===== src/inc/srd_pkg.sv =====
// Package: descriptor layout, AHB codes and state encodings for the receive descriptor handler
package srd_pkg;
    localparam logic [31:0] CTRL_OFFSET = 32'h0000_0000;
    localparam logic [31:0] PTR_OFFSET = 32'h0000_0004;
    localparam logic [31:0] DESC_STEP = 32'h0000_0008;
    localparam logic [31:0] TABLE_MASK = 32'hFFFF_FC00;
    localparam logic [31:0] INDEX_MASK = 32'h0000_03FF;
    localparam int CUT_BIT = 31;
    localparam int PAYLOAD_BIT = 30;
    localparam int HEADER_BIT = 29;
    localparam int ERRTERM_BIT = 28;
    localparam int IRQ_BIT = 27;
    localparam int WRAP_BIT = 26;
    localparam int ENABLE_BIT = 25;
    localparam int LEN_MSB = 24;
    localparam int LEN_W = 25;
    localparam logic [1:0] HTRANS_IDLE = 2'h0;
    localparam logic [1:0] HTRANS_NONSEQ = 2'h2;
    localparam logic [2:0] HSIZE_WORD = 3'h2;
    localparam logic [1:0] HRESP_OKAY = 2'h0;

    typedef enum logic [2:0] {
        ST_IDLE = 3'h0,
        ST_RDCTRL = 3'h1,
        ST_RDPTR = 3'h3,
        ST_WAITPKT = 3'h2,
        ST_WRSTAT = 3'h6,
        ST_DONE = 3'h7
    } srd_state_type;

    typedef enum logic [1:0] {
        OP_NONE = 2'h0,
        OP_READ = 2'h1,
        OP_WRITE = 2'h2
    } srd_op_type;
endpackage : srd_pkg


===== src/inc/srd_mem_if.sv =====
// Interface: single-word memory request and answer between sequencer and AHB master
`timescale 1ns/1ps
`default_nettype none
interface srd_mem_if;
    logic req;
    srd_pkg::srd_op_type op;
    logic [31:0] addr;
    logic [31:0] wdata;
    logic done;
    logic err;
    logic [31:0] rdata;
    modport client (output req, op, addr, wdata, input done, err, rdata);
    modport server (input req, op, addr, wdata, output done, err, rdata);
endinterface : srd_mem_if
`default_nettype wire


===== src/hdl/srd_ahb_master.sv =====
// AHB master: one single-word read or write per request, reports completion
`timescale 1ns/1ps
`default_nettype none
module srd_ahb_master (
    input wire logic clk,
    input wire logic reset,
    srd_mem_if.server mem,
    output logic [31:0] haddr,
    output logic [1:0] htrans,
    output logic hwrite,
    output logic [2:0] hsize,
    output logic [31:0] hwdata,
    input wire logic hready,
    input wire logic [1:0] hresp,
    input wire logic [31:0] hrdata,
    input wire logic hgrant
);
    // Phase: 0 idle, 1 address phase, 2 data phase
    logic [1:0] phase_ff, nxt_phase;
    logic [31:0] addr_ff, nxt_addr;
    logic write_ff, nxt_write;
    logic [31:0] wdata_ff, nxt_wdata;
    logic done_ff, nxt_done;
    logic err_ff, nxt_err;
    logic [31:0] rdata_ff, nxt_rdata;
    logic [1:0] htrans_ff, nxt_htrans;

    // Next-state: address phase waits for grant and hready, data phase waits for hready
    always_comb begin
        nxt_phase = phase_ff;
        nxt_addr = addr_ff;
        nxt_write = write_ff;
        nxt_wdata = wdata_ff;
        nxt_done = 1'b0;
        nxt_err = err_ff;
        nxt_rdata = rdata_ff;
        unique case (phase_ff)
            2'h0: begin
                if (mem.req && !done_ff) begin
                    nxt_phase = 2'h1;
                    nxt_addr = mem.addr;
                    nxt_write = (mem.op == srd_pkg::OP_WRITE);
                    nxt_wdata = mem.wdata;
                end
            end
            2'h1: begin
                if (hgrant && hready) begin
                    nxt_phase = 2'h2;
                end
            end
            2'h2: begin
                if (hready) begin
                    nxt_phase = 2'h0;
                    nxt_done = 1'b1;
                    nxt_err = (hresp != srd_pkg::HRESP_OKAY);
                    nxt_rdata = hrdata;
                end
            end
            default: begin
                nxt_phase = 2'h0;
            end
        endcase
        // Transfer type registered so the pin never glitches on a phase change
        nxt_htrans = (nxt_phase == 2'h1) ? srd_pkg::HTRANS_NONSEQ : srd_pkg::HTRANS_IDLE;
    end

    // Registers
    always_ff @(posedge clk or posedge reset) begin
        if (reset) begin
            phase_ff <= 2'h0;
            addr_ff <= 32'h0000_0000;
            write_ff <= 1'b0;
            wdata_ff <= 32'h0000_0000;
            done_ff <= 1'b0;
            err_ff <= 1'b0;
            rdata_ff <= 32'h0000_0000;
            htrans_ff <= srd_pkg::HTRANS_IDLE;
        end else begin
            phase_ff <= nxt_phase;
            addr_ff <= nxt_addr;
            write_ff <= nxt_write;
            wdata_ff <= nxt_wdata;
            done_ff <= nxt_done;
            err_ff <= nxt_err;
            rdata_ff <= nxt_rdata;
            htrans_ff <= nxt_htrans;
        end
    end

    assign mem.done = done_ff;
    assign mem.err = err_ff;
    assign mem.rdata = rdata_ff;
    assign haddr = addr_ff;
    assign htrans = htrans_ff;
    assign hwrite = write_ff;
    assign hsize = srd_pkg::HSIZE_WORD;
    assign hwdata = wdata_ff;
endmodule : srd_ahb_master
`default_nettype wire


===== src/hdl/srd_desc_seq.sv =====
// Descriptor sequencer: fetch, hand over buffer, write back status, advance pointer
`timescale 1ns/1ps
`default_nettype none
// Function
// - Control/status word sits at offset 0x0, buffer pointer word at 0x4.
// - All 32 pointer bits give the buffer address for packet bytes.
// - Bit 31 written one when packet was cut at maximum length, else zero.
// - Bit 30 written one on payload check error, else zero.
// - Bit 29 written one on header check error, else zero.
// - Bit 28 written one when packet ended with error termination.
// - Bit 27 with channel interrupt enable raises an interrupt on completion.
// - Bit 26 set makes the next descriptor the table base.
// - Wrap clear advances the descriptor pointer by 0x8.
// - Pointer returns to table base at the 1 KiB boundary regardless.
// - Received byte count goes into bits 24 down to 0.
// - Enable bit cleared with status; software reads length only afterwards.
// - Disabled descriptor read clears descriptors-available and stops fetching.
module srd_desc_seq (
    input wire logic clk,
    input wire logic reset,
    input wire logic [31:0] tableBase,
    input wire logic descAvailSet,
    input wire logic descAvailClr,
    input wire logic chanIrqEnable,
    input wire logic pktStart,
    input wire logic pktDone,
    input wire logic [24:0] pktByteCount,
    input wire logic pktLengthCut,
    input wire logic pktPayloadErr,
    input wire logic pktHeaderErr,
    input wire logic pktErrTerm,
    srd_mem_if.client mem,
    output logic [31:0] bufferPointer,
    output logic bufferValid,
    output logic descAvail,
    output logic [31:0] descPointer,
    output logic completionIrq,
    output logic pktReceived,
    output logic busError
);
    srd_pkg::srd_state_type state_ff, nxt_state;
    logic [31:0] ptr_ff, nxt_ptr;
    logic [31:0] ctrl_ff, nxt_ctrl;
    logic [31:0] buf_ff, nxt_buf;
    logic avail_ff, nxt_avail;
    logic irq_ff, nxt_irq;
    logic rcvd_ff, nxt_rcvd;
    logic berr_ff, nxt_berr;
    logic [31:0] stat_ff, nxt_stat;
    logic valid_ff, nxt_valid;

    // Next descriptor address; the table index is kept inside 1 KiB
    function automatic logic [31:0] next_desc(input logic [31:0] cur,
                                               input logic [31:0] base,
                                               input logic wrap);
        logic [31:0] idx;
        idx = (cur & srd_pkg::INDEX_MASK) + srd_pkg::DESC_STEP;
        if (wrap || (idx > srd_pkg::INDEX_MASK)) begin
            next_desc = base & srd_pkg::TABLE_MASK;
        end else begin
            next_desc = (base & srd_pkg::TABLE_MASK) | idx;
        end
    endfunction : next_desc

    // Fetch address: table base above the 1 KiB index, pointer index below
    function automatic logic [31:0] desc_addr(input logic [31:0] cur,
                                               input logic [31:0] base);
        desc_addr = (base & srd_pkg::TABLE_MASK) | (cur & srd_pkg::INDEX_MASK);
    endfunction : desc_addr

    // Completion word: flags, enable cleared, count, built in one piece
    function automatic logic [31:0] status_word(input logic [31:0] ctrl,
                                                input logic cut, input logic pay,
                                                input logic hdr, input logic term,
                                                input logic [24:0] cnt);
        logic [31:0] w;
        w = ctrl;
        w[srd_pkg::CUT_BIT] = cut;
        w[srd_pkg::PAYLOAD_BIT] = pay;
        w[srd_pkg::HEADER_BIT] = hdr;
        w[srd_pkg::ERRTERM_BIT] = term;
        w[srd_pkg::ENABLE_BIT] = 1'b0;
        w[srd_pkg::LEN_MSB:0] = cnt;
        status_word = w;
    endfunction : status_word

    // Sequencer next-state; set of descriptors-available wins over clear
    always_comb begin
        nxt_state = state_ff;
        nxt_ptr = ptr_ff;
        nxt_ctrl = ctrl_ff;
        nxt_buf = buf_ff;
        nxt_irq = 1'b0;
        nxt_rcvd = 1'b0;
        nxt_berr = 1'b0;
        nxt_stat = stat_ff;
        nxt_avail = avail_ff;
        if (descAvailClr) begin
            nxt_avail = 1'b0;
        end
        unique case (state_ff)
            srd_pkg::ST_IDLE: begin
                // Fetch only once a packet is pending and descriptors exist
                if (pktStart && avail_ff) begin
                    nxt_state = srd_pkg::ST_RDCTRL;
                end
            end
            srd_pkg::ST_RDCTRL: begin
                if (mem.done) begin
                    nxt_ctrl = mem.rdata;
                    if (mem.err) begin
                        nxt_berr = 1'b1;
                        nxt_state = srd_pkg::ST_IDLE;
                    end else if (!mem.rdata[srd_pkg::ENABLE_BIT]) begin
                        nxt_avail = 1'b0;
                        nxt_state = srd_pkg::ST_IDLE;
                    end else begin
                        nxt_state = srd_pkg::ST_RDPTR;
                    end
                end
            end
            srd_pkg::ST_RDPTR: begin
                if (mem.done) begin
                    nxt_buf = mem.rdata;
                    nxt_state = mem.err ? srd_pkg::ST_IDLE : srd_pkg::ST_WAITPKT;
                    nxt_berr = mem.err;
                end
            end
            srd_pkg::ST_WAITPKT: begin
                if (pktDone) begin
                    nxt_stat = status_word(ctrl_ff, pktLengthCut, pktPayloadErr,
                                           pktHeaderErr, pktErrTerm, pktByteCount);
                    nxt_state = srd_pkg::ST_WRSTAT;
                end
            end
            srd_pkg::ST_WRSTAT: begin
                if (mem.done) begin
                    nxt_state = srd_pkg::ST_DONE;
                    nxt_berr = mem.err;
                end
            end
            srd_pkg::ST_DONE: begin
                nxt_ptr = next_desc(ptr_ff, tableBase, ctrl_ff[srd_pkg::WRAP_BIT]);
                nxt_irq = ctrl_ff[srd_pkg::IRQ_BIT] && chanIrqEnable;
                nxt_rcvd = 1'b1;
                nxt_state = srd_pkg::ST_IDLE;
            end
            default: begin
                nxt_state = srd_pkg::ST_IDLE;
            end
        endcase
        if (descAvailSet) begin
            nxt_avail = 1'b1;
        end
        // Buffer handed over while waiting for the packet end
        nxt_valid = (nxt_state == srd_pkg::ST_WAITPKT);
    end

    // Registers; pointer index starts at zero, the base is applied on every fetch
    always_ff @(posedge clk or posedge reset) begin
        if (reset) begin
            state_ff <= srd_pkg::ST_IDLE;
            ptr_ff <= 32'h0000_0000;
            ctrl_ff <= 32'h0000_0000;
            buf_ff <= 32'h0000_0000;
            avail_ff <= 1'b0;
            irq_ff <= 1'b0;
            rcvd_ff <= 1'b0;
            berr_ff <= 1'b0;
            stat_ff <= 32'h0000_0000;
            valid_ff <= 1'b0;
        end else begin
            state_ff <= nxt_state;
            ptr_ff <= nxt_ptr;
            ctrl_ff <= nxt_ctrl;
            buf_ff <= nxt_buf;
            avail_ff <= nxt_avail;
            irq_ff <= nxt_irq;
            rcvd_ff <= nxt_rcvd;
            berr_ff <= nxt_berr;
            stat_ff <= nxt_stat;
            valid_ff <= nxt_valid;
        end
    end

    // Memory requests: reads at 0x0 then 0x4, one status write at 0x0
    always_comb begin
        mem.req = 1'b0;
        mem.op = srd_pkg::OP_NONE;
        mem.addr = desc_addr(ptr_ff, tableBase) + srd_pkg::CTRL_OFFSET;
        mem.wdata = stat_ff;
        unique case (state_ff)
            srd_pkg::ST_RDCTRL: begin
                mem.req = 1'b1;
                mem.op = srd_pkg::OP_READ;
            end
            srd_pkg::ST_RDPTR: begin
                mem.req = 1'b1;
                mem.op = srd_pkg::OP_READ;
                mem.addr = desc_addr(ptr_ff, tableBase) + srd_pkg::PTR_OFFSET;
            end
            srd_pkg::ST_WRSTAT: begin
                mem.req = 1'b1;
                mem.op = srd_pkg::OP_WRITE;
            end
            default: begin
                mem.req = 1'b0;
            end
        endcase
    end

    assign bufferPointer = buf_ff;
    assign bufferValid = valid_ff;
    assign descAvail = avail_ff;
    assign descPointer = ptr_ff;
    assign completionIrq = irq_ff;
    assign pktReceived = rcvd_ff;
    assign busError = berr_ff;

    // Checks
    chk_wrap_to_base: assert property (@(posedge clk) disable iff (reset)
        (state_ff == srd_pkg::ST_DONE && ctrl_ff[srd_pkg::WRAP_BIT])
        |=> (ptr_ff == (tableBase & srd_pkg::TABLE_MASK)))
        else $error("wrap did not return pointer to base");
    chk_pointer_step: assert property (@(posedge clk) disable iff (reset)
        (state_ff == srd_pkg::ST_DONE && !ctrl_ff[srd_pkg::WRAP_BIT]
         && ((ptr_ff & srd_pkg::INDEX_MASK) != 32'h0000_03F8)
         && ((ptr_ff & srd_pkg::TABLE_MASK) == (tableBase & srd_pkg::TABLE_MASK)))
        |=> (ptr_ff == $past(ptr_ff) + srd_pkg::DESC_STEP))
        else $error("pointer not advanced by one descriptor");
    chk_boundary_wrap: assert property (@(posedge clk) disable iff (reset)
        (state_ff == srd_pkg::ST_DONE
         && ((ptr_ff & srd_pkg::INDEX_MASK) == 32'h0000_03F8))
        |=> ((ptr_ff & srd_pkg::INDEX_MASK) == 32'h0000_0000))
        else $error("pointer crossed table boundary");
    chk_enable_cleared: assert property (@(posedge clk) disable iff (reset)
        (mem.req && mem.op == srd_pkg::OP_WRITE)
        |-> (!mem.wdata[srd_pkg::ENABLE_BIT]
             && mem.addr == ((tableBase & srd_pkg::TABLE_MASK) | (ptr_ff & srd_pkg::INDEX_MASK))))
        else $error("status write keeps enable set");
    chk_status_flags: assert property (@(posedge clk) disable iff (reset)
        (state_ff == srd_pkg::ST_WAITPKT && pktDone)
        |=> (stat_ff[srd_pkg::CUT_BIT] == $past(pktLengthCut)
             && stat_ff[srd_pkg::PAYLOAD_BIT] == $past(pktPayloadErr)
             && stat_ff[srd_pkg::HEADER_BIT] == $past(pktHeaderErr)
             && stat_ff[srd_pkg::ERRTERM_BIT] == $past(pktErrTerm)))
        else $error("status flags mismatch");
    chk_length_field: assert property (@(posedge clk) disable iff (reset)
        (state_ff == srd_pkg::ST_WAITPKT && pktDone)
        |=> (stat_ff[srd_pkg::LEN_MSB:0] == $past(pktByteCount)))
        else $error("byte count not recorded");
    chk_irq_pulse: assert property (@(posedge clk) disable iff (reset)
        (state_ff == srd_pkg::ST_DONE)
        |=> (completionIrq == ($past(ctrl_ff[srd_pkg::IRQ_BIT]) && $past(chanIrqEnable))))
        else $error("completion interrupt wrong");
    chk_disabled_stop: assert property (@(posedge clk) disable iff (reset)
        (state_ff == srd_pkg::ST_RDCTRL && mem.done && !mem.err
         && !mem.rdata[srd_pkg::ENABLE_BIT] && !descAvailSet)
        |=> (!descAvail && state_ff == srd_pkg::ST_IDLE) ##1 (state_ff != srd_pkg::ST_RDCTRL))
        else $error("fetch continued after disabled descriptor");
    chk_ptr_read: assert property (@(posedge clk) disable iff (reset)
        (state_ff == srd_pkg::ST_RDPTR && mem.done && !mem.err)
        |=> (bufferValid && bufferPointer == $past(mem.rdata)))
        else $error("buffer pointer not taken whole");
    chk_single_write: assert property (@(posedge clk) disable iff (reset)
        (state_ff == srd_pkg::ST_WRSTAT && mem.done) |=> (state_ff == srd_pkg::ST_DONE))
        else $error("status write not single");
    cov_full_packet: cover property (@(posedge clk) disable iff (reset)
        state_ff == srd_pkg::ST_DONE);
    cov_disabled_desc: cover property (@(posedge clk) disable iff (reset)
        state_ff == srd_pkg::ST_RDCTRL ##1 (state_ff == srd_pkg::ST_IDLE && !descAvail));
    cov_wrap_bit: cover property (@(posedge clk) disable iff (reset)
        state_ff == srd_pkg::ST_DONE && ctrl_ff[srd_pkg::WRAP_BIT]);
    cov_irq: cover property (@(posedge clk) disable iff (reset) completionIrq);
endmodule : srd_desc_seq
`default_nettype wire


===== src/hdl/srd_rx_desc_top.sv =====
// Top: receive descriptor handler, sequencer plus AHB master, plain ports
`timescale 1ns/1ps
`default_nettype none
module srd_rx_desc_top (
    input wire logic clk,
    input wire logic reset,
    input wire logic [31:0] tableBase,
    input wire logic descAvailSet,
    input wire logic descAvailClr,
    input wire logic chanIrqEnable,
    input wire logic pktStart,
    input wire logic pktDone,
    input wire logic [24:0] pktByteCount,
    input wire logic pktLengthCut,
    input wire logic pktPayloadErr,
    input wire logic pktHeaderErr,
    input wire logic pktErrTerm,
    output logic [31:0] bufferPointer,
    output logic bufferValid,
    output logic descAvail,
    output logic [31:0] descPointer,
    output logic completionIrq,
    output logic pktReceived,
    output logic busError,
    output logic [31:0] haddr,
    output logic [1:0] htrans,
    output logic hwrite,
    output logic [2:0] hsize,
    output logic [31:0] hwdata,
    input wire logic hready,
    input wire logic [1:0] hresp,
    input wire logic [31:0] hrdata,
    input wire logic hgrant
);
    srd_mem_if memLink();

    // Descriptor sequencing
    srd_desc_seq uSeq (
        .clk(clk), .reset(reset), .tableBase(tableBase),
        .descAvailSet(descAvailSet), .descAvailClr(descAvailClr),
        .chanIrqEnable(chanIrqEnable), .pktStart(pktStart), .pktDone(pktDone),
        .pktByteCount(pktByteCount), .pktLengthCut(pktLengthCut),
        .pktPayloadErr(pktPayloadErr), .pktHeaderErr(pktHeaderErr),
        .pktErrTerm(pktErrTerm), .mem(memLink.client),
        .bufferPointer(bufferPointer), .bufferValid(bufferValid),
        .descAvail(descAvail), .descPointer(descPointer),
        .completionIrq(completionIrq), .pktReceived(pktReceived),
        .busError(busError)
    );

    // Bus access
    srd_ahb_master uAhb (
        .clk(clk), .reset(reset), .mem(memLink.server),
        .haddr(haddr), .htrans(htrans), .hwrite(hwrite), .hsize(hsize),
        .hwdata(hwdata), .hready(hready), .hresp(hresp), .hrdata(hrdata),
        .hgrant(hgrant)
    );
endmodule : srd_rx_desc_top
`default_nettype wire


===== config.mk =====
export PLATFORM = sky130hd
export DESIGN_NAME = srd_rx_desc_top
export DESIGN_NICKNAME = d
export VERILOG_FILES = /design/src/inc/srd_pkg.sv /design/src/inc/srd_mem_if.sv /design/src/hdl/srd_ahb_master.sv /design/src/hdl/srd_desc_seq.sv /design/src/hdl/srd_rx_desc_top.sv
export SDC_FILE = /design/constraint.sdc
export NUM_CORES = 1
export LEC_CHECK = 0
export BUFFER_PORTS_ARGS = -buffer_cell sky130_fd_sc_hd__buf_2
export CAP_MARGIN = 20
export CORE_UTILIZATION = 35
export CTS_CLUSTER_SIZE = 20
export DETAILED_ROUTE_END_ITERATION = 10
export PLACE_DENSITY_LB_ADDON = 0.05
export SYNTH_ARGS = -nofsm -noshare
export SYNTH_HDL_FRONTEND = slang
export SYNTH_SLANG_ARGS = --single-unit

===== constraint.sdc =====
create_clock -name clk -period 5.7 [get_ports clk]
set_input_delay 0.285 -clock clk [delete_from_list [all_inputs] [get_ports clk]]
set_output_delay 0.285 -clock clk [all_outputs]
set_load 0.03 [all_outputs]

==> After elaboration in Yosys (flattened, before gate mapping) <==
Cells that the tools add are included.
W data, S select, Z words.
{ "word_totals": {"ff_bits": 233, "latch_bits": 0, "mem_bits_rw": 0, "romBits": 0, "inputBits": 104, "word_cells": 82, "memories": 0} }
{ "classes": {"n_addsub": 2, "mul": 0, "div": 0, "order_cmp": 1, "eq_ne": 10, "n_shift": 0, "n_mux": 32, "bitwise": 2, "n_reduce_logical": 17} }
{ "op_table": {"columns": ["op", "count"], "rows": [
  ["$mux W32", 2],
  ["$add A32 B3 Y32 const B", 1],
  ["$gt A32 B10 Y1 const B", 1],
  ["$or A32 B10 Y32", 1],
  ["$or A32 B32 Y32", 1],
  ["$mux W3", 6],
  ["$pmux W3 S5", 1],
  ["$mux W1", 14],
  ["$mux W2", 6],
  ["$add A10 B4 Y11 const B", 1],
  ["$reduce_and A2 Y1", 5],
  ["$eq A3 B2 Y1 const B", 3],
  ["$eq A3 B3 Y1 const B", 2],
  ["$pmux W2 S3", 1],
  ["$eq A2 B1 Y1 const B", 2],
  ["$eq A2 B2 Y1 const B", 2],
  ["$logic_and A1 B1 Y1", 4],
  ["$pmux W2 S2", 1],
  ["$reduce_or A2 Y1", 2],
  ["$eq A3 B1 Y1 const B", 1],
  ["$logic_not A3 Y1", 1],
  ["$reduce_or A3 Y1", 1],
  ["$logic_not A2 Y1", 1],
  ["$pmux W1 S2", 1],
  ["other kinds (3)", 3]
]} }

==> Longest topological paths before layout <==
Gate-level depths: netlist (run 1).
{ "logic_depth": {"depth_word": 8, "mapped_depth": 7, "mapped_depth_nobuf": 4} }

==> Modules after synthesis <==
Synthesis (run 1) repeated with hierarchy kept, for this count alone.
{ "unflattened": {"cells_unflattened": 575, "hier_area_um2": 8194.1} }
{ "modules_own_cells": {"columns": ["mod", "n_inst", "cells_per_inst", "area_per_inst_um2", "seq_area_each_um2"], "rows": [
  ["srd_desc_seq", 1, 346, 4336.7, 2552.4],
  ["srd_ahb_master", 1, 229, 3857.4, 2552.4]
]} }

==> Worst setup path after synthesis (run 1) <==
No wires, ideal clock.
{ "synth_timing": {"path_type": "flip-flop to flip-flop", "start": "register uAhb.done_ff (netlist: uAhb.mem.done)", "end": "register uAhb.addr_ff[4] (netlist: uAhb.haddr[4])", "setup_time_ns": 0.128, "t_arrival_ns": 1.611, "required_ns": 5.572, "slack_ns": 3.961, "stages_incl_launch_ff": 5, "path_cell_list": "dfrtp_1 -> or3_1 -> a21oi_4 -> buf_6 -> mux2_1"} }
{ "synth_between": {"elab_chain_len": 3} }
{ "synth_rtl": {"columns": ["element", "line", "rtl"], "rows": [
  ["from (decl)", "srd_ahb_master.sv:23", "logic done_ff, nxt_done;"],
  ["from (signal assigned)", "srd_ahb_master.sv:83", "done_ff <= nxt_done;"],
  ["$logic_not A1 Y1", "srd_ahb_master.sv:39", "if (mem.req && !done_ff) begin"],
  ["$logic_and A1 B1 Y1", "srd_ahb_master.sv:39", null],
  ["$reduce_and A2 Y1 (no line)", null, null],
  ["to (signal assigned)", "srd_ahb_master.sv:80", "addr_ff <= nxt_addr;"],
  ["to (decl)", "srd_ahb_master.sv:20", "logic [31:0] addr_ff, nxt_addr;"]
]} }
Every way passes these cells.
A chain may end at the register's enable or synchronous reset.

==> Final worst setup path (run 1) <==
{ "layout_timing": {"start": "register uAhb.done_ff (netlist: uAhb.mem.done)", "end": "register uAhb.wdata_ff[17] (netlist: uAhb.hwdata[17])"} }
{ "layout_between": {"elab_chain_len": 3} }
{ "layout_rtl": {"columns": ["element", "line", "rtl"], "rows": [
  ["$logic_not A1 Y1", "srd_ahb_master.sv:39", null],
  ["$logic_and A1 B1 Y1", "srd_ahb_master.sv:39", null],
  ["$reduce_and A2 Y1 (no line)", null, null],
  ["to (signal assigned)", "srd_ahb_master.sv:82", "wdata_ff <= nxt_wdata;"],
  ["to (decl)", "srd_ahb_master.sv:22", "logic [31:0] wdata_ff, nxt_wdata;"]
]} }
Every way passes these cells.

==> results of run 1 <==
-- layer usage --
layer / share of wire / track usage / vias to the layer above
li1: - / - / 2450
met4: 0.020 / 0.0420 / 4
met5: 0.0016 / 0 / -
met3: 0.081 / 0.0461 / 32
met1: 0.42 / 0.189 / 2565
met2: 0.48 / 0.260 / 156
-- final timing paths --
kind | start | endpoint | cells past startpoint
setup reg to reg | uAhb.mem.done | uAhb.hwdata[17] | 4
hold reg to reg | uSeq.descPointer[17] | uSeq.descPointer[17] | 2
max in group asynchronous | reset | uAhb.hwdata[4] | 4
setup / recovery | uAhb.mem.done | uAhb.hwdata[17] | 4
hold / removal | hrdata[3] | uAhb.mem.rdata[3] | 2
min in group asynchronous | reset | uAhb.mem.rdata[22] | 3
-- area by class of cell --
| cell class | instances | area [um2] | share of cell area |
|---|---|---|---|
| timing repair buffer | 293 | 1800 | 0.171 |
| tap | 280 | 350 | 0.0332 |
| sequential | 201 | 5030 | 0.477 |
| clock buffer | 42 | 779 | 0.0739 |
| clock inverter | 1 | 30.0 | 0.00284 |
| inverter | 8 | 33.8 | 0.00320 |
| multi-input combinational | 310 | 2530 | 0.240 |
-- critical path, cell delays in order, from the launching register on --
cell,delay (ns)
dfrtp_1,0.45
or3_1,0.46
a21oi_4,0.39
buf_4,0.65
mux2_1,0.39
-- metrics by stage --
step                hold WS [ns]  cells  cell area, um2
CTS                     0.000103   1134           10500
detailed placement         0.457   1029            9110
global route             0.00194   1135           10600
global placement           0.453   1029            9110
finish                    0.0200   1135           10600
floorplan                  0.374    558            7850
-- report_power, final --
| group | internal [mW] | total, mW | switching (mW) |
|---|---|---|---|
| Clock | 0.962 | 1.52 | 0.555 |
| Combinational | 0.835 | 2.18 | 1.34 |
| Sequential | 2.03 | 2.35 | 0.314 |
| Total | 3.83 | 6.04 | 2.21 |
-- cell usage in the layout (no fill, tap or decap), types with 2 or more instances in the layout --
master / count
a221oi_1: 2
conb_1: 10
nand3b_1: 2
buf_2: 222
or3_1: 5
dlygate4sd3_1: 63
o22ai_1: 2
or2_2: 3
clkbuf_1: 8
mux2_2: 99
o21ai_0: 8
mux2_1: 58
inv_1: 7
nor2b_1: 3
clkbuf_8: 9
nand2_1: 77
nor4_1: 2
nand2b_1: 4
clkbuf_16: 25
nand3_1: 3
dfrtp_1: 201
a21oi_1: 4
a22oi_1: 3
buf_4: 8
nand4_1: 4
and3_1: 2
nor2_1: 6
-- sequential cells by signal (all words and copies together) (netlist names), 2 cells and up --
signal / flops
uAhb.mem.rdata: 32
uSeq.bufferPointer: 32
uAhb.hwdata: 31
uSeq.mem.wdata: 31
uAhb.haddr: 30
uSeq.descPointer: 29
uSeq.state_ff: 3
uAhb.phase_ff: 2
uSeq.ctrl_ff: 2
-- cells by family after synthesis --
family,count (synthesis),share of synthesized area
DFF,201,0.644
muxes,157,0.226
and+or+nand+nor,116,0.0682
buffers and inverters,47,0.0365
AOI/OAI and AO/OA,25,0.0218
other,2,0.000961
adders and majority gates,1,0.00160
xor gates and xnor gates,1,0.00112
-- timing repair --
action                    in CTS  in global routing
hold endpoints to repair     108                  1
hold buffers                  62                  1
resized for setup              0                  0
==> results.toml, run 1 <==
[status]
status = "finished, final reports clean"

[logic_synthesis]
ys_top_cells_by_count = "201 x dfrtp_1, 99 x mux2_2, 77 x nand2_1"
synth_top_area_share = 0.644
synth_cell_types = 39
syn_inst = 550
synthFlopType = "dfrtp_1"
synth_area_um2 = 7810
async_flop_share = 1.00
synth_most_common_cell = "dfrtp_1"
ys_seq_area_frac = 0.644
yosys.area.top_type = "dfrtp_1"
synth.avg_cell_area_um2 = 14.2
ys_top_cells_by_area = "dfrtp_1 64%, mux2_2 14%, mux2_1 8.4%"
synth_edf_count = 0
ys_seq_elements = 201
ys_warn_count = 0

[floorplanning]
io_pins = 243
die_area_um2 = 22900
num_rows = 54
initial_utilization = 0.357
die_y_um = 151
die_w_um = 151
core_area_um2 = 21900

[timing]
fmax_ghz = 0.394
period_share = 0.445
setup_ws_ns = 3.16
max_slew_margin = 0.326
finalHoldViolations = 0
worstMarginPinSlew_ns = 1.01
final-setup-viol-count = 0
rsz0062_at_grt = "false"
final_max_slew_viol_count = 0
finalSetupTns_ns = 0
finalClockSkew_ns = 0.00656
min_period_ns = 2.54

[route]
wire_per_inst_um = 15.5
vias = 5207
wl_mm = 17.6
drt-initial-drc-count = 83
vias_per_cell = 4.59
dr.pass1.iters = 4
drc = 0
final_antenna_net_count = 0

[cells_and_area]
n_fill_cell = 1973
drive_gt1_frac = 0.435
layout.nets = 943
diodes = 0
syn_to_final_growth_pct = 35.1
utilization = 0.482

[power]
p_leak_nw = 5.32
fin_total_pwr_mw = 6.04
ir_drop_uv = 240
p_per_area_nw_per_um2 = 572

[worst_setup_path]
cp_data_required_time_ns = 6.08
worst_setup_path_end_kind = "flip-flop"
cp.arrival_ns = 2.91
critical_path.max_fanout = 51
rrSetupSlack_ns = 3.16
start_kind = "flip-flop"
critical_path_class = "flip-flop to flip-flop"

[cts]
cts.sinks = 201
cts_tree = "done"
cts_setup_buffers = 0
clockBufferDepth = 3
clock-root-buffer = "clkbuf_16"
clk_latency_ns = 0.50
clkTransAtPathRegs_ns = 0.06
cts_buffers = 24
h-tree-depth = 1

[place]
dp.final_hpwl_mm = 11.9
pre_cts_ws_ns = 3.13
io_buffers = 222
gp_congestion = 0.736

[global_route]
grt_pass1_vias = 5564
grt_max_degree = 67
antenna_found_initial = 3
grt_usage = 0.154
overflow = 0
grt_first_pass_wirelength_mm = 27.9

[run]
cap_violations = 0

[hold_path]
hp-class = "primary input to flip-flop"
(Power assumes the default switching activity.)
==> inputs of run 2 (changes only) <==
==> constraint.sdc (replaced) <==
create_clock -name clk -period 2.58 [get_ports clk]
set_input_delay 0.129 -clock clk [delete_from_list [all_inputs] [get_ports clk]]
set_output_delay 0.129 -clock clk [all_outputs]
set_load 0.03 [all_outputs]
==> run 2 against run 1 <==
Critical path depth is the same. Worst setup slack lost 2.7 ns. Sequential cell count is the same. Critical path type unchanged. Clock-buffer cell count shrank 5. Highest routed layer unchanged. Largest cell class unchanged. Power grew 120%. Critical endpoint is now uAhb.hwdata[2]. Sequential share of layout area shrank 1.0 points.
==> results.toml, run 2 (synthesis results as in run 1) <==
[cells_and_area]
layout.nets = 975
drive_gt1_frac = 0.421
utilization = 0.493
layout_common_cells = "222 x buf_2, 201 x dfrtp_1, 99 x mux2_2"
syn_to_final_growth_pct = 38.0
layout_commonest_cell = "buf_2"
diodes = 0

[worst_setup_path]
critical_path_class = "flip-flop to flip-flop"
cp.arrival_ns = 2.46
worst_setup_path_end_kind = "flip-flop"
reg2reg_to = "uAhb.hwdata[2]"
rrSetupSlack_ns = 0.48
reg2regPathDepth = 4
crit_path_top_delay_cell = "or3_1"
cp_num_cells = 4
critical_path.max_fanout = 39
path_cells = "or3_1, a21oi_4, buf_12, mux2_1"
cp_top_family = "simple AND/OR/NAND/NOR gates"
slowest_delay_ns = 0.47
crit_start = "uAhb.mem.done"
reg2reg_from = "uAhb.mem.done"
cp_data_required_time_ns = 2.94
start_kind = "flip-flop"
endpoint = "uAhb.hwdata[2]"
crit_buf_inv = 1

[timing]
final_max_slew_viol_count = 0
setup_ws_ns = 0.483
max_slew_margin = 0.516
finalClockSkew_ns = 0.00762
finalHoldViolations = 0
whs_ns = 0.0372
final-setup-viol-count = 0
period_share = 0.813
fmax_ghz = 0.477
min_period_ns = 2.10
rsz0062_at_grt = "false"
worstMarginPinSlew_ns = 0.726

[global_route]
overflow = 0
grt_usage = 0.156
grt_first_pass_wirelength_mm = 28.3
grt_pass1_vias = 5580
grt_max_degree = 57
antenna_found_initial = 2

[floorplanning]
num_rows = 54
die_w_um = 151
io_pins = 243
core_area_um2 = 21900
initial_utilization = 0.357
die_area_um2 = 22900
die_y_um = 151

[cts]
cts_resized = 0
cts_tree = "done"
clk_latency_ns = 0.49
clock-root-buffer = "clkbuf_16"
clockBufferDepth = 3
cts_buffers = 23
cts.sinks = 201
clkTransAtPathRegs_ns = 0.06
h-tree-depth = 1

[place]
pre_cts_ws_ns = 0.478
gp_congestion = 0.757
dp.final_hpwl_mm = 12.0
io_buffers = 222

[route]
vias = 5329
dr.pass1.iters = 4
vias_per_cell = 4.57
drc = 0
wire_per_inst_um = 15.3
wl_mm = 17.8
final_antenna_net_count = 0
drt-initial-drc-count = 164

[status]
status = "finished, final reports clean"

[power]
comb_power_share = 0.376
p_per_area_nw_per_um2 = 1210
seqPwrFrac = 0.395
switchingPower_mw = 4.87
ir_drop_uv = 459
p_clk_frac = 0.229
p_sw_frac = 0.372
p_leak_nw = 5.42
p_int_mw = 8.22

[hold_path]
hp-class = "primary input to flip-flop"

[run]
cap_violations = 0
-- run 2: worst register-to-register path, stage by stage (launching register included) --
cell,delay [ns]
dfrtp_1,0.44
or3_1,0.47
a21oi_4,0.37
buf_12,0.30
mux2_1,0.39
-- run 2: power groups by stage --
stage	registers, mW	clock network [mW]	logic (mW)
after floorplan	6.63	0	2.08
after global placement	5.15	0	4.78
after detailed placement	5.24	0	4.90
after CTS	5.20	3.13	5.03
after global routing	5.37	3.26	5.32
final	5.17	3.00	4.92
-- run 2: routing by layer --
| layer | share of wire | track usage |
|---|---|---|
| met5 | 0.00073 | 0 |
| met4 | 0.019 | 0.0405 |
| met3 | 0.071 | 0.0419 |
| met2 | 0.49 | 0.265 |
| met1 | 0.42 | 0.196 |
-- run 2: final cells by class --
type | instances | area, um2
Inverter | 8 | 33.8
Sequential cell | 201 | 5030
Tap cell | 280 | 350
Clock inverter | 3 | 15.0
Multi-Input combinational cell | 310 | 2530
Clock buffer | 37 | 688
Fill cell | 1972 | 11100
Timing Repair Buffer | 326 | 2130
-- run 2: repair_timing --
item | CTS | global route
endpoints found under the hold margin | 152 | 0
hold buffers | 92 | 0
setup endpoints to repair | 0 | 0
setup buffers | 0 | 0
-- run 2: stage by stage --
stage          total power, mW  setup TNS, ns  cells  area, um2
2_1_floorplan             8.71         -30.42    558       7850
3_3_place_gp              9.93              0   1033       9160
3_5_place_dp              10.1              0   1033       9160
4_1_cts                   13.4              0   1165      10800
5_1_grt                   13.9              0   1165      10800
6_report                  13.1              0   1165      10800
-- run 2: worst min path at each step --
stage,start,to,slack (ns),cells past startpoint
5_1_grt,hgrant,uAhb.htrans[1],0.05,3
3_3_place_gp,reset,uSeq.bufferPointer[26],0.07,2
4_1_cts,hgrant,uAhb.htrans[1],0.02,3
3_5_place_dp,reset,uAhb.mem.rdata[26],0.08,2
2_1_floorplan,hready,uAhb.phase_ff[1],0.22,1
6_report,hgrant,uAhb.htrans[1],0.04,3
==> inputs of run 3 (changes only) <==
==> constraint.sdc (replaced) <==
create_clock -name clk -period 1.77 [get_ports clk]
set_input_delay 0.0885 -clock clk [delete_from_list [all_inputs] [get_ports clk]]
set_output_delay 0.0885 -clock clk [all_outputs]
set_load 0.03 [all_outputs]
==> run 3 against run 2 <==
Clock skew up 0.0069 ns. Clock-buffer cell count up 2. Die area stayed put. Sequential cell count unchanged. Power up 59%. Worst setup slack worse by 0.47 ns. Sequential share of layout area decreased by 2.5 points. Largest power group is now combinational logic. Via count up 1.8%. Routed wire length grew 6.9%. Largest cell class unchanged.
==> results.toml, run 3 (synthesis results as in run 1) <==
[worst_setup_path]
cp.arrival_ns = 2.14
path_cells = "or3_4, a21oi_4, buf_12, clkbuf_16, mux2_1"
cp_data_required_time_ns = 2.15
slowest_delay_ns = 0.41
crit_path_top_delay_cell = "or3_4"
cp_top_family = "simple AND/OR/NAND/NOR gates"
worst_setup_path_end_kind = "flip-flop"
critical_path_class = "flip-flop to flip-flop"
critical_path.max_fanout = 5
start_kind = "flip-flop"
crit_buf_inv = 2

[power]
p_per_area_nw_per_um2 = 1830
p_leak_nw = 5.73
fin_total_pwr_mw = 20.9
ir_drop_uv = 802

[floorplanning]
initial_utilization = 0.357
core_area_um2 = 21900
io_pins = 243
die_y_um = 151
num_rows = 54
die_area_um2 = 22900
die_w_um = 151

[route]
final_antenna_net_count = 0
wire_per_inst_um = 16.0
drc = 0
wl_mm = 19.0
dr.pass1.iters = 4
vias_per_cell = 4.55
drt-initial-drc-count = 152
vias = 5423

[timing]
rsz0062_at_grt = "true"
period_share = 0.993
whs_ns = 0.0809
final-setup-viol-count = 0
finalClockSkew_ns = 0.0145
finalHoldViolations = 0
min_period_ns = 1.76
fmax_ghz = 0.569
final_max_slew_viol_count = 0

[cells_and_area]
layout_common_cells = "222 x buf_2, 201 x dfrtp_1, 99 x mux2_2"
utilization = 0.520
drive_gt1_frac = 0.467
n_fill_cell = 1977
diodes = 0
syn_to_final_growth_pct = 45.7
layout.nets = 1001
layout_commonest_cell = "buf_2"

[cts]
clock-root-buffer = "clkbuf_16"
cts_tree = "done"
clkTransAtPathRegs_ns = 0.05
cts.sinks = 201
cts_buffers = 24
clk_latency_ns = 0.50
h-tree-depth = 1
clockBufferDepth = 3

[status]
status = "finished, final reports clean"

[global_route]
grt_max_degree = 77
grt_usage = 0.158
overflow = 0
grt_pass1_vias = 5603
grt_first_pass_wirelength_mm = 28.6
antenna_found_initial = 1

[place]
gp_congestion = 0.731
io_buffers = 222
dp.final_hpwl_mm = 11.9

[hold_path]
hp-class = "primary input to flip-flop"

[run]
cap_violations = 0
-- run 3: cell count changes in the layout (fill, tap and decap cells not counted), moves of 2 or more --
| cell | previous run | this run |
|---|---|---|
| clkinv_2 | 3 | 1 |
| mux2_4 | 0 | 27 |
| buf_4 | 11 | 14 |
| buf_12 | 1 | 12 |
| mux2_1 | 58 | 31 |
| clkbuf_16 | 23 | 30 |
| buf_8 | 0 | 2 |
| buf_6 | 0 | 2 |
-- run 3: routing by layer --
layer  up-vias  track usage  part of all wire
li1       2562            -                 -
met1      2668        0.203              0.43
met2       158        0.261              0.48
met3        33       0.0389             0.064
met4         2       0.0450             0.019
met5         -            0           0.00095
-- run 3: worst reg2reg max path: stages (launching register included) --
cell and delay [ns]:
dfrtp_1 0.38, or3_4 0.41, a21oi_4 0.20, buf_12 0.17, clkbuf_16 0.16, mux2_1 0.32
-- run 3: path summary, 6_finish.rpt --
check,end,cells past startpoint,start,slack [ns]
hold / removal,uSeq.bufferValid,4,pktStart,0.08
max in group asynchronous,uAhb.hwdata[5],5,reset,0.97
setup reg to reg,uAhb.hwdata[10],5,uAhb.mem.done,0.01
min in group asynchronous,uSeq.bufferPointer[22],3,reset,0.10
setup / recovery,uAhb.hwdata[10],5,uAhb.mem.done,0.01
hold reg to reg,uSeq.descPointer[24],2,uSeq.descPointer[24],0.47
-- run 3: final cells by class --
class,count,area (um2),share of cell area
timing repair buffer,351,2590,0.228
clock buffer,39,728,0.0640
sequential,201,5030,0.442
clock inverter,2,13.8,0.00121
tap,280,350,0.0308
inverter,8,33.8,0.00297
multi-input combinational,310,2640,0.232
-- run 3: what timing repair did --
action | in CTS | in global routing
buffers inserted | 2 | 3
hold buffers | 93 | 0
cloned | 1 | 7
pin swaps | 0 | 0
endpoints found under the hold margin | 267 | 0
gates resized for setup | 4 | 33
setup endpoints to repair | 48 | 60
-- run 3: where the power goes --
part	switching [mW]	internal, mW	leakage (nW)
registers	0.979	6.55	2.50
clock network	1.79	2.79	0.363
logic	4.81	3.98	2.87
total	7.57	13.3	5.73
-- run 3: per-stage QoR --
| stage | cells | setup WS [ns] | setup TNS, ns | cell area [um2] |
|---|---|---|---|---|
| after CTS | 1182 | -0.0257 | -0.231 | 11100 |
| after floorplan | 558 | -0.921 | -185.09 | 7850 |
| after global placement | 1045 | 0.0272 | 0 | 9360 |
| final | 1191 | 0.0118 | 0 | 11400 |
| after global routing | 1191 | -0.0565 | -1.79 | 11400 |
| after detailed placement | 1045 | -0.0243 | -0.337 | 9360 |
